===== config.mk =====
export PLATFORM = sky130hd
export DESIGN_NAME = ssf_engine
export DESIGN_NICKNAME = d
export VERILOG_FILES = /design/src/include/ssf_pkg.sv /design/src/rtl/ssf_engine.sv
export SDC_FILE = /design/constraint.sdc
export NUM_CORES = 1
export LEC_CHECK = 0
export ABC_AREA = 1
export BUFFER_PORTS_ARGS = -buffer_cell sky130_fd_sc_hd__buf_2
export CORE_ASPECT_RATIO = 1.5
export CORE_MARGIN = 5
export CORE_UTILIZATION = 56
export DETAILED_ROUTE_END_ITERATION = 6
export MAX_ROUTING_LAYER = met4
export PLACE_DENSITY = 0.77
export SYNTH_ARGS = -nofsm -noshare
export SYNTH_HDL_FRONTEND = slang
export SYNTH_SLANG_ARGS = --single-unit
export TNS_END_PERCENT = 50

===== constraint.sdc =====
create_clock -name mclk -period 3.2 [get_ports mclk]
set_clock_uncertainty 0.1 [all_clocks]
set_input_delay 0.48 -clock mclk [delete_from_list [all_inputs] [get_ports mclk]]
set_output_delay 0.48 -clock mclk [all_outputs]
set_load 0.005 [all_outputs]

===== src/include/ssf_pkg.sv =====
/*
 Package for the synchronous serial frame engine: register offsets,
 field positions, reset values and enumerations.
 Assumes a single 10 MHz clock and a plain register port.
*/
// Function
// - independent receiver and transmitter, one shared divider
// - three lines per direction: data, clock, sync
// - start automatically, or on sync line event (receiver only)
// - two dma word channels, one per direction
// - stop bit: end on compare0 or compare1
// - separate frame formats for transmit and receive
// - start delay up to 255 bit periods
// - word length up to 32 bits
// - up to 16 words per start event
// - sync length up to 256 bit periods
// - msb first or lsb first per direction
// - sync data shifted out during start delay
// - idle data line level set by bit
// - frame period up to 512 per direction
package ssf_pkg;
   // ----------------------------------------------------------------
   // register offsets
   // ----------------------------------------------------------------
   localparam logic [7:0] OFS_CTRL = 8'h00;
   localparam logic [7:0] OFS_DIV = 8'h04;
   localparam logic [7:0] OFS_TX_CLOCK_MODE = 8'h18;
   localparam logic [7:0] OFS_TX_FRAME_MODE = 8'h1C;
   localparam logic [7:0] OFS_RX_CLOCK_MODE = 8'h10;
   localparam logic [7:0] OFS_RX_FRAME_MODE = 8'h14;
   localparam logic [7:0] OFS_RX_HOLD = 8'h20;
   localparam logic [7:0] OFS_TX_HOLD = 8'h24;
   localparam logic [7:0] OFS_TX_SYNC_HOLD = 8'h34;
   localparam logic [7:0] OFS_CMP0 = 8'h38;
   localparam logic [7:0] OFS_CMP1 = 8'h3C;
   localparam logic [7:0] OFS_STATUS = 8'h40;
   // ----------------------------------------------------------------
   // field positions
   // ----------------------------------------------------------------
   localparam int CM_START_LO = 8;   // start select [9:8]
   localparam int CM_STOP = 12;      // stop select
   localparam int CM_DLY_LO = 16;    // start delay [23:16]
   localparam int CM_PER_LO = 24;    // period/2-1 [31:24]
   localparam int FM_LEN_LO = 0;     // word length-1 [4:0]
   localparam int FM_IDLE = 5;       // idle line level
   localparam int FM_MSB_FIRST_SELECT = 7;       // msb first
   localparam int FM_NB_LO = 8;      // words-1 [11:8]
   localparam int FM_SLEN_LO = 16;   // sync length-1 [23:16]
   localparam int FM_SDEN = 23;      // sync data enable (tx)
   localparam int CT_RXEN = 0;
   localparam int CT_TXEN = 8;
   // ----------------------------------------------------------------
   // reset values and sizes
   // ----------------------------------------------------------------
   localparam logic [31:0] RST_ZERO = 32'h0000_0000;
   localparam logic [11:0] RST_DIV = 12'h001;
   localparam logic [7:0] RST_CNT8 = 8'h00;
   // start selections
   localparam logic [1:0] ST_AUTO = 2'h0;
   localparam logic [1:0] ST_SYNC_RISE = 2'h1;
   localparam logic [1:0] ST_SYNC_FALL = 2'h2;
   localparam logic [1:0] ST_CMP0 = 2'h3;
   // direction state
   typedef enum logic [1:0] {SSF_IDLE, SSF_DELAY, SSF_DATA,
      SSF_GAP} ssf_phase_e;
endpackage


===== src/rtl/ssf_engine.sv =====
/*
 Synchronous serial frame engine: one transmitter, one receiver and a
 shared clock divider, reached over a plain register port. Words move
 to and from two dma request channels.
 Assumes all inputs synchronous to mclk; the codec's side is master
 of nothing here - both bit clocks are made from the divider.
*/
`timescale 1ns/1ps
module ssf_engine (
   // clock and reset
   input wire logic mclk,
   input wire logic rstn,
   // register port
   input wire logic [7:0] reg_addr,
   input wire logic [31:0] reg_wdata,
   input wire logic reg_wr,
   input wire logic reg_rd,
   output logic [31:0] reg_rdata,
   // transmit lines
   output logic tx_serial_data,
   output logic tx_bit_clock,
   output logic tx_frame_sync,
   // receive lines
   input wire logic rx_serial_data,
   input wire logic rx_frame_sync,
   output logic rx_bit_clock,
   // dma channels
   output logic tx_dma_req,
   input wire logic tx_dma_ack,
   input wire logic [31:0] tx_dma_data,
   output logic rx_dma_req,
   input wire logic rx_dma_ack,
   output logic [31:0] rx_dma_data
);
   import ssf_pkg::*;

   // ----------------------------------------------------------------
   // state
   // ----------------------------------------------------------------
   typedef struct packed {
      ssf_phase_e ph;       // frame phase
      logic [7:0] dly;      // start delay counter
      logic [8:0] per;      // bit periods left in frame
      logic [4:0] bit_n;    // bits done in word
      logic [3:0] word_n;   // words done in frame
      logic [8:0] sync_n;   // sync bits left
      logic [31:0] sh;      // shift register
      logic [31:0] hold;    // holding register
      logic full;           // holding register valid
   } ssf_dir_s;

   typedef struct packed {
      logic [31:0] ctrl, div, tcm, tfm, rcm, rfm, tsh, cmp0, cmp1;
      logic [11:0] dcnt;    // shared divider counter
      logic bclk;           // shared bit clock
      ssf_dir_s tx, rx;
      logic rx_sync_d;      // previous receive sync level
      logic cmp_hit;        // compare started receiver
      logic [31:0] rdata;
      logic tsd, tfs, tdr, rdr;
      logic [31:0] rdd;
      logic ovr;            // receive overrun, sticky
   } ssf_state_s;

   ssf_state_s q, next_q;

   // event decode used by both directions
   function automatic logic start_hit(input logic [1:0] sel,
         input logic now, input logic prev);
      case (sel)
         ST_AUTO: start_hit = 1'b1;
         ST_SYNC_RISE: start_hit = now & ~prev;
         ST_SYNC_FALL: start_hit = ~now & prev;
         default: start_hit = 1'b0;
      endcase
   endfunction

   // picks the next bit of a word, in either order
   function automatic logic pick_bit(input logic [31:0] w,
         input logic [4:0] n, input logic [4:0] len, input logic msb_first_select);
      pick_bit = msb_first_select ? w[len - n] : w[n];
   endfunction

   logic fall;   // one cycle at a falling bit clock edge: shift here
   logic rise;   // one cycle at a rising edge: sample here
   logic [7:0] rx_cmp_byte;

   // ----------------------------------------------------------------
   // next state
   // ----------------------------------------------------------------
   always_comb begin
      next_q = q;
      fall = 1'b0;
      rise = 1'b0;
      rx_cmp_byte = q.rx.sh[7:0];
      // shared divider feeds both directions
      if (q.div[11:0] != 12'h000) begin
         if (q.dcnt >= q.div[11:0] - 12'h001) begin
            next_q.dcnt = 12'h000;
            next_q.bclk = ~q.bclk;
            fall = q.bclk;
            rise = ~q.bclk;
         end else begin
            next_q.dcnt = q.dcnt + 12'h001;
         end
      end
      next_q.rx_sync_d = rx_frame_sync;

      // register writes
      if (reg_wr) begin
         case (reg_addr)
            OFS_CTRL: next_q.ctrl = reg_wdata;
            OFS_DIV: next_q.div = reg_wdata;
            OFS_TX_CLOCK_MODE: next_q.tcm = reg_wdata;
            OFS_TX_FRAME_MODE: next_q.tfm = reg_wdata;
            OFS_RX_CLOCK_MODE: next_q.rcm = reg_wdata;
            OFS_RX_FRAME_MODE: next_q.rfm = reg_wdata;
            OFS_TX_SYNC_HOLD: next_q.tsh = reg_wdata;
            OFS_CMP0: next_q.cmp0 = reg_wdata;
            OFS_CMP1: next_q.cmp1 = reg_wdata;
            OFS_TX_HOLD: begin
               next_q.tx.hold = reg_wdata;
               next_q.tx.full = 1'b1;
            end
            default: ;
         endcase
      end
      // register reads, data one cycle later
      next_q.rdata = RST_ZERO;
      if (reg_rd) begin
         case (reg_addr)
            OFS_CTRL: next_q.rdata = q.ctrl;
            OFS_DIV: next_q.rdata = q.div;
            OFS_TX_CLOCK_MODE: next_q.rdata = q.tcm;
            OFS_TX_FRAME_MODE: next_q.rdata = q.tfm;
            OFS_RX_CLOCK_MODE: next_q.rdata = q.rcm;
            OFS_RX_FRAME_MODE: next_q.rdata = q.rfm;
            OFS_TX_SYNC_HOLD: next_q.rdata = q.tsh;
            OFS_CMP0: next_q.rdata = q.cmp0;
            OFS_CMP1: next_q.rdata = q.cmp1;
            OFS_RX_HOLD: next_q.rdata = q.rx.hold;
            OFS_STATUS: next_q.rdata = {26'h0, q.ovr, q.cmp_hit,
               q.rx.full, q.tx.full, q.rx.ph != SSF_IDLE,
               q.tx.ph != SSF_IDLE};
            default: next_q.rdata = RST_ZERO;
         endcase
         if (reg_addr == OFS_RX_HOLD) begin
            next_q.rx.full = 1'b0;
         end
         if (reg_addr == OFS_STATUS) begin
            next_q.ovr = 1'b0;
         end
      end
      // dma feeds the transmit holding register
      if (tx_dma_ack && !q.tx.full) begin
         next_q.tx.hold = tx_dma_data;
         next_q.tx.full = 1'b1;
      end
      if (rx_dma_ack) begin
         next_q.rx.full = 1'b0;
      end

      // ---------------- transmitter, shifts on falling edge ----------
      if (!q.ctrl[CT_TXEN]) begin
         next_q.tx.ph = SSF_IDLE;
         next_q.tsd = q.tfm[FM_IDLE];
         next_q.tfs = 1'b0;
      end else if (fall) begin
         // frame period counter restarts frames
         if (q.tx.per != 9'h000) begin
            next_q.tx.per = q.tx.per - 9'h001;
         end
         if (q.tx.sync_n != 9'h000) begin
            next_q.tx.sync_n = q.tx.sync_n - 9'h001;
         end
         next_q.tfs = q.tx.sync_n != 9'h000;
         case (q.tx.ph)
            SSF_IDLE: begin
               next_q.tsd = q.tfm[FM_IDLE];
               if (q.tx.full && q.tx.per == 9'h000 &&
                     start_hit(q.tcm[CM_START_LO+:2], 1'b0, 1'b0)) begin
                  // start now, the sync line is driven, not watched
                  next_q.tx.ph = SSF_DELAY;
                  next_q.tx.dly = q.tcm[CM_DLY_LO+:8];
                  next_q.tx.per = {q.tcm[CM_PER_LO+:8], 1'b1};
                  next_q.tx.sync_n = {1'b0, q.tfm[FM_SLEN_LO+:8]}
                     + 9'h001;
                  next_q.tx.word_n = 4'h0;
                  next_q.tx.bit_n = 5'h00;
                  next_q.tfs = 1'b1;
               end
            end
            SSF_DELAY: begin
               // sync data goes out during the start delay
               next_q.tsd = q.tfm[FM_SDEN] ?
                  q.tsh[q.tx.sync_n[4:0]] : q.tfm[FM_IDLE];
               if (q.tx.dly != RST_CNT8) begin
                  next_q.tx.dly = q.tx.dly - 8'h01;
               end else if (q.tx.full) begin
                  next_q.tx.sh = q.tx.hold;
                  // a word written in this very cycle stays pending
                  next_q.tx.full = reg_wr && reg_addr == OFS_TX_HOLD;
                  next_q.tx.ph = SSF_DATA;
               end
            end
            SSF_DATA: begin
               // one bit per bit clock period
               next_q.tsd = pick_bit(q.tx.sh, q.tx.bit_n,
                  q.tfm[FM_LEN_LO+:5], q.tfm[FM_MSB_FIRST_SELECT]);
               next_q.tx.bit_n = q.tx.bit_n + 5'h01;
               if (q.tx.bit_n == q.tfm[FM_LEN_LO+:5]) begin
                  next_q.tx.bit_n = 5'h00;
                  next_q.tx.word_n = q.tx.word_n + 4'h1;
                  if (q.tx.word_n == q.tfm[FM_NB_LO+:4]) begin
                     next_q.tx.ph = SSF_IDLE;
                  end else if (q.tx.full) begin
                     next_q.tx.sh = q.tx.hold;
                     next_q.tx.full = reg_wr && reg_addr == OFS_TX_HOLD;
                  end else begin
                     next_q.tx.ph = SSF_IDLE;  // underrun ends frame
                  end
               end
            end
            default: next_q.tx.ph = SSF_IDLE;
         endcase
      end

      // ---------------- receiver, samples on rising edge -------------
      if (!q.ctrl[CT_RXEN]) begin
         next_q.rx.ph = SSF_IDLE;
         next_q.cmp_hit = 1'b0;
      end else if (rise) begin
         if (q.rx.per != 9'h000) begin
            next_q.rx.per = q.rx.per - 9'h001;
         end
         case (q.rx.ph)
            SSF_IDLE: begin
               if (q.rx.per == 9'h000 &&
                     (start_hit(q.rcm[CM_START_LO+:2], rx_frame_sync,
                      q.rx_sync_d) || q.cmp_hit)) begin
                  next_q.rx.ph = SSF_DELAY;
                  next_q.rx.dly = q.rcm[CM_DLY_LO+:8];
                  next_q.rx.per = {q.rcm[CM_PER_LO+:8], 1'b1};
                  next_q.rx.word_n = 4'h0;
                  next_q.rx.bit_n = 5'h00;
               end else if (q.rcm[CM_START_LO+:2] == ST_CMP0) begin
                  // compare mode listens bit by bit
                  next_q.rx.sh = {q.rx.sh[30:0], rx_serial_data};
               end
            end
            SSF_DELAY: begin
               if (q.rx.dly != RST_CNT8) begin
                  next_q.rx.dly = q.rx.dly - 8'h01;
               end else begin
                  next_q.rx.ph = SSF_GAP;
               end
            end
            SSF_GAP: begin
               // the transmitter spends one period loading its word,
               // so the first bit lands one period after the delay
               next_q.rx.ph = SSF_DATA;
               next_q.rx.sh = q.rfm[FM_MSB_FIRST_SELECT] ?
                  {31'h0, rx_serial_data} :
                  {rx_serial_data, 31'h0};
               next_q.rx.bit_n = 5'h01;
            end
            SSF_DATA: begin
               // sampling edge the same for every bit
               next_q.rx.sh = q.rfm[FM_MSB_FIRST_SELECT] ?
                  {q.rx.sh[30:0], rx_serial_data} :
                  {rx_serial_data, q.rx.sh[31:1]};
               next_q.rx.bit_n = q.rx.bit_n + 5'h01;
               if (q.rx.bit_n == q.rfm[FM_LEN_LO+:5] + 5'h01) begin
                  next_q.rx.hold = q.rfm[FM_MSB_FIRST_SELECT] ? q.rx.sh :
                     q.rx.sh >> (5'd31 - q.rfm[FM_LEN_LO+:5]);
                  next_q.ovr = next_q.ovr | next_q.rx.full;
                  next_q.rx.full = 1'b1;
                  next_q.rx.sh = q.rfm[FM_MSB_FIRST_SELECT] ?
                     {31'h0, rx_serial_data} :
                     {rx_serial_data, 31'h0};
                  next_q.rx.bit_n = 5'h01;
                  next_q.rx.word_n = q.rx.word_n + 4'h1;
                  if (q.rx.word_n == q.rfm[FM_NB_LO+:4]) begin
                     next_q.rx.ph = SSF_IDLE;
                  end
               end
            end
            default: next_q.rx.ph = SSF_IDLE;
         endcase
         // compare start and stop selection
         if (q.rcm[CM_START_LO+:2] == ST_CMP0) begin
            if (!q.cmp_hit && rx_cmp_byte == q.cmp0[7:0]) begin
               next_q.cmp_hit = 1'b1;
            end else if (q.cmp_hit && q.rcm[CM_STOP] &&
                  rx_cmp_byte == q.cmp1[7:0]) begin
               next_q.cmp_hit = 1'b0;
            end
         end
      end
      // a new compare 0 written ends reception when stop bit is clear
      if (reg_wr && reg_addr == OFS_CMP0 && !q.rcm[CM_STOP]) begin
         next_q.cmp_hit = 1'b0;
      end
      next_q.tdr = q.ctrl[CT_TXEN] & ~next_q.tx.full;
      next_q.rdr = next_q.rx.full;
      next_q.rdd = next_q.rx.hold;
   end

   // ----------------------------------------------------------------
   // registers
   // ----------------------------------------------------------------
   always_ff @(posedge mclk or negedge rstn) begin
      if (!rstn) begin
         q <= '0;
         q.div <= {20'h0, RST_DIV};
      end else begin
         q <= next_q;
      end
   end

   // outputs straight from flip-flops; both lines share one divider
   assign reg_rdata = q.rdata;
   assign tx_serial_data = q.tsd;
   assign tx_bit_clock = q.bclk;
   assign rx_bit_clock = q.bclk;
   assign tx_frame_sync = q.tfs;
   assign tx_dma_req = q.tdr;
   assign rx_dma_req = q.rdr;
   assign rx_dma_data = q.rdd;

   // ----------------------------------------------------------------
   // checks
   // ----------------------------------------------------------------
   a_idle_level: assert property (@(posedge mclk) disable iff (!rstn)
      $past(!q.ctrl[CT_TXEN]) |-> tx_serial_data == $past(q.tfm[FM_IDLE]))
      else $error("idle level wrong");
   a_tx_disable: assert property (@(posedge mclk) disable iff (!rstn)
      !q.ctrl[CT_TXEN] |=> q.tx.ph == SSF_IDLE)
      else $error("tx not idle");
   a_clk_shared: assert property (@(posedge mclk) disable iff (!rstn)
      tx_bit_clock == rx_bit_clock) else $error("clocks differ");
   a_bit_step: assert property (@(posedge mclk) disable iff (!rstn)
      (q.tx.ph == SSF_DATA && !fall) |=> $stable(q.tx.bit_n))
      else $error("bit moved off edge");
   a_word_len: assert property (@(posedge mclk) disable iff (!rstn)
      q.tx.ph == SSF_DATA |-> q.tx.bit_n <= q.tfm[FM_LEN_LO+:5])
      else $error("word too long");
   a_word_count: assert property (@(posedge mclk) disable iff (!rstn)
      q.rx.ph == SSF_DATA |-> q.rx.word_n <= q.rfm[FM_NB_LO+:4])
      else $error("too many words");
   a_delay_hold: assert property (@(posedge mclk) disable iff (!rstn)
      (q.tx.ph == SSF_DELAY && q.tx.dly != RST_CNT8 && q.ctrl[CT_TXEN])
      |=> q.tx.ph == SSF_DELAY) else $error("delay skipped");
   a_dma_req: assert property (@(posedge mclk) disable iff (!rstn)
      rx_dma_req |-> rx_dma_data == q.rx.hold)
      else $error("dma data stale");
endmodule // ssf_engine


==> results.sh <==
export IMPL_outcome="finished, final reports clean"
export IMPL_wl_met3_mm=7.474
export IMPL_synth_edf_count=0
export IMPL_max_cap_violations=0
export IMPL_syn_avg_cell_area_um2=7.710
export IMPL_power_frac_comb=0.099
export IMPL_hold_depth=3
export IMPL_cp_max_fo=6
export IMPL_nets=3939
export IMPL_muxShareOfSynthArea=0.003479
export IMPL_yosysSeqAreaShare=0.4646
export IMPL_insertion_delay_ns=0.63
export IMPL_power_clock_fraction=0.426
export IMPL_fp_coreArea_mm2=0.05080
export IMPL_cp_end_kind="flop"
export IMPL_async_flop_share=1.000
export IMPL_portBuffers=149
export IMPL_yosysUniqueCellTypes=57
export IMPL_synth_simple_area_share=0.2427
export IMPL_cts_made_buffers=53
export IMPL_grt_max_degree=81
export IMPL_finalNonFillerCells=4539
export IMPL_clk_pin_slew_ns=0.07
export IMPL_cts_tree="yes"
export IMPL_layout_setup_ws_ns=0.04145
export IMPL_synthAdderAreaFrac=0.01635
export IMPL_place_inst=4423
export IMPL_ir_worst_vdd_v=0.0004187
export IMPL_powerDensity_mw_per_mm2=485.5
export IMPL_wl_met1_mm=35.84
export IMPL_p_sw_mw=4.243
export IMPL_ctsHtreeMaxLevel=2
export IMPL_antenna_left=0
export IMPL_wire_per_inst_um=21.21
export IMPL_r2r_slack_ns=0.04
export IMPL_drive_gt1_frac=0.1314
export IMPL_hold_class="in -> reg"
export IMPL_dp_hpwl_mm=68.81
export IMPL_numClockSinks=534
export IMPL_vias=27380
export IMPL_grt_pass1_wl_mm=148.1
export IMPL_min_to="q[183]$_DFFE_PN0P_"
export IMPL_finalCritPeriodShare=0.9870
export IMPL_ys_ff_latch=534
export IMPL_synthXorXnorAreaFrac=0.01614
export IMPL_start_util=0.5663
export IMPL_post_route_util=0.6434
export IMPL_hold_path_startpoint="tx_dma_data[9]"
export IMPL_cts_buffer_depth=3
export IMPL_final_common_cell="nand2_1"
export IMPL_grt_overflow=0
export IMPL_routed_top_layer="met4"
export IMPL_final_cell_mix="nand2_1, o21ai_0, dfrtp_1"
export IMPL_slew_limit_headroom=0.3222
export IMPL_intPower_mw=11.63
export IMPL_pwr_share_seq=0.476
export IMPL_slew_violations=0
export IMPL_dieWidth_um=195.1
export IMPL_tightest_slew_ns=1.016
export IMPL_fillCellCount=4442
export IMPL_syn_nets=3848
export IMPL_gr_usage_all_layers=0.3430
export IMPL_place_gp_congestion=1.028
export IMPL_boundaryPins=150
export IMPL_p_leak_nw=15.74
export IMPL_synth_top_family_by_area="simple AND/OR/NAND/NOR gates"
export IMPL_area_growth_pct=13.62
export IMPL_reg2reg_from="q[514]$_DFFE_PN0P_"
export IMPL_vias_per_cell=6.032
export IMPL_finalWirelength_mm=96.26
export IMPL_hold_worst_slack_ns=0.01826
export IMPL_synth_compound_area_frac=0.1701
export IMPL_dr_pass1_iters=6
export IMPL_cp_start_kind="flop"
export IMPL_rsz0062_at_grt="true"
export IMPL_wl_met2_mm=46.88
export IMPL_setup_viol_count_final=0
export IMPL_drc=0
export IMPL_yosys_warnings=0
export IMPL_swShare=0.2674
export IMPL_grt_pass1_vias=26130
export IMPL_post_place_ws_ns=-0.06614
export IMPL_required_ns=3.60
export IMPL_ys_flop_type="dfrtp_1"
export IMPL_synthesis_area_mm2=0.02877
export IMPL_rows=101
export IMPL_worst_r2r_path_depth=19
export IMPL_crit_type="reg -> reg"
export IMPL_die_h_um=287.6
export IMPL_period_needed_ns=3.159
export IMPL_hold_viol=0
export IMPL_dieArea_mm2=0.05610
export IMPL_cts_root_buf="clkbuf_16"
export IMPL_arrival_ns=3.56
export IMPL_drt_iter0_drc=2359
export IMPL_antenna_found_initial=4
export IMPL_synth_cells=3731
export IMPL_fmax_mhz=316.6
## worst max-delay path, cell delays in order, from the launching register on
cell and delay, ns:
dfrtp_1 0.40, buf_4 0.17, nor2_2 0.15, nand2_1 0.09
nor3_1 0.23, xor2_1 0.17, inv_1 0.06, ha_1 0.28
nand2_2 0.07, nor2_4 0.11, and2_1 0.12, nand2_1 0.08
nand4_4 0.14, nand3_4 0.16, inv_4 0.12, nand2_4 0.07
nor2_4 0.16, buf_12 0.14, buf_6 0.14, o21ai_0 0.10
## registers in the layout, summed over array words and instances, names as in the netlist, named ones only
name / flops
q: 433
reg_rdata: 32
rx_bit_clock: 1
rx_dma_data: 32
rx_dma_req: 1
tx_dma_req: 1
tx_frame_sync: 1
tx_serial_data: 1
## per-stage QoR
stage	setup TNS (ns)	power, mW	area, µm²
floorplan	0	8.425	28770
global placement	-0.02505	9.103	30300
detailed placement	-1.342	9.140	30300
CTS	0	15.83	32210
global route	-13.79	16.41	32690
finish	0	15.87	32690
## layer usage
metal | vias to the layer above | track usage
li1 | 12480 | -
met1 | 13150 | 0.4150
met2 | 1388 | 0.5666
met3 | 361 | 0.04893
met4 | 0 | 0.1698
met5 | - | -
## cells in the mapped netlist, drive strengths merged, types with 2 or more instances
cell type	n	area (µm²)
dfrtp	533	13340
a31oi	33	206.5
inv	299	1122
o21ai	591	2969
xor2	35	306.5
a221oi	45	394.1
o2bb2ai	20	175.2
o221ai	5	43.79
nand3	235	1194
o2111ai	6	58.80
clkbuf	113	424.2
mux2i	10	100.1
ha	36	450.4
nor4	8	50.05
nor2	178	780.8
nand3b	3	22.52
nand4	30	217.7
o31ai	9	67.56
a21oi	90	465.5
nand2	1171	4448
o211ai	18	135.1
clkinv	5	18.77
or2	10	62.56
a22o	21	183.9
o22ai	21	131.4
nor3	33	186.4
a2111oi	2	17.52
a211oi	3	22.52
nor3b	2	15.01
xnor2	18	157.7
buf	142	925.9
## logic make-up (layout without fill, tap and decap cells)
group / after synthesis / count (layout)
AND/OR/NAND/NOR: 1671 / 1671
AO/OA/AOI/OAI: 867 / 867
buffers and inverters: 559 / 694
flip-flops: 534 / 534
XOR/XNOR: 53 / 53
adder cells (fa/ha/maj): 37 / 37
multiplexers: 10 / 10
other: 0 / 4
## power groups by stage
stage	clock (mW)	sequential (mW)	combinational, mW
finish	6.75	7.55	1.57
CTS	6.79	7.50	1.54
detailed placement	0	7.62	1.52
global route	7.07	7.58	1.76
floorplan	0	7.47	0.959
global placement	0	7.62	1.48
## area by class of cell
type	count	area [µm²]	share of cell area
antenna	4	10.01	0.0003062
clock buffer	76	1584	0.04846
clock inverter	23	295.3	0.009034
inverter	304	1149	0.03514
multi-input combinational	2638	13170	0.4030
sequential	534	13370	0.4089
tap	669	837.1	0.02561
timing repair buffer	291	2272	0.06952
## how the worst max path moves through the flow
stage / from / end / slack (ns) / cells after the start
global route: q[513]$_DFFE_PN0P_ / flop / -0.15 / 19
global placement: q[516]$_DFFE_PN0P_ / q[264]$_DFFE_PN0P_ / -0.02 / 20
detailed placement: q[516]$_DFFE_PN0P_ / q[246]$_DFFE_PN0P_ / -0.07 / 19
CTS: q[516]$_DFFE_PN0P_ / q[243]$_DFFE_PN0P_ / 0.009 / 18
floorplan: q[516]$_DFFE_PN0P_ / q[110]$_DFFE_PN0P_ / 0.09 / 18
finish: q[514]$_DFFE_PN0P_ / flop / 0.04 / 19
## what timing repair did
action,4_1_cts,5_1_grt
pin swaps,0,14
cloned,0,8
setup buffers,0,5
resized for setup,2,107
endpoints found under the hold margin,57,0
endpoints found under the setup margin,101,166
hold buffers,2,0
(Power assumes the default switching activity.)
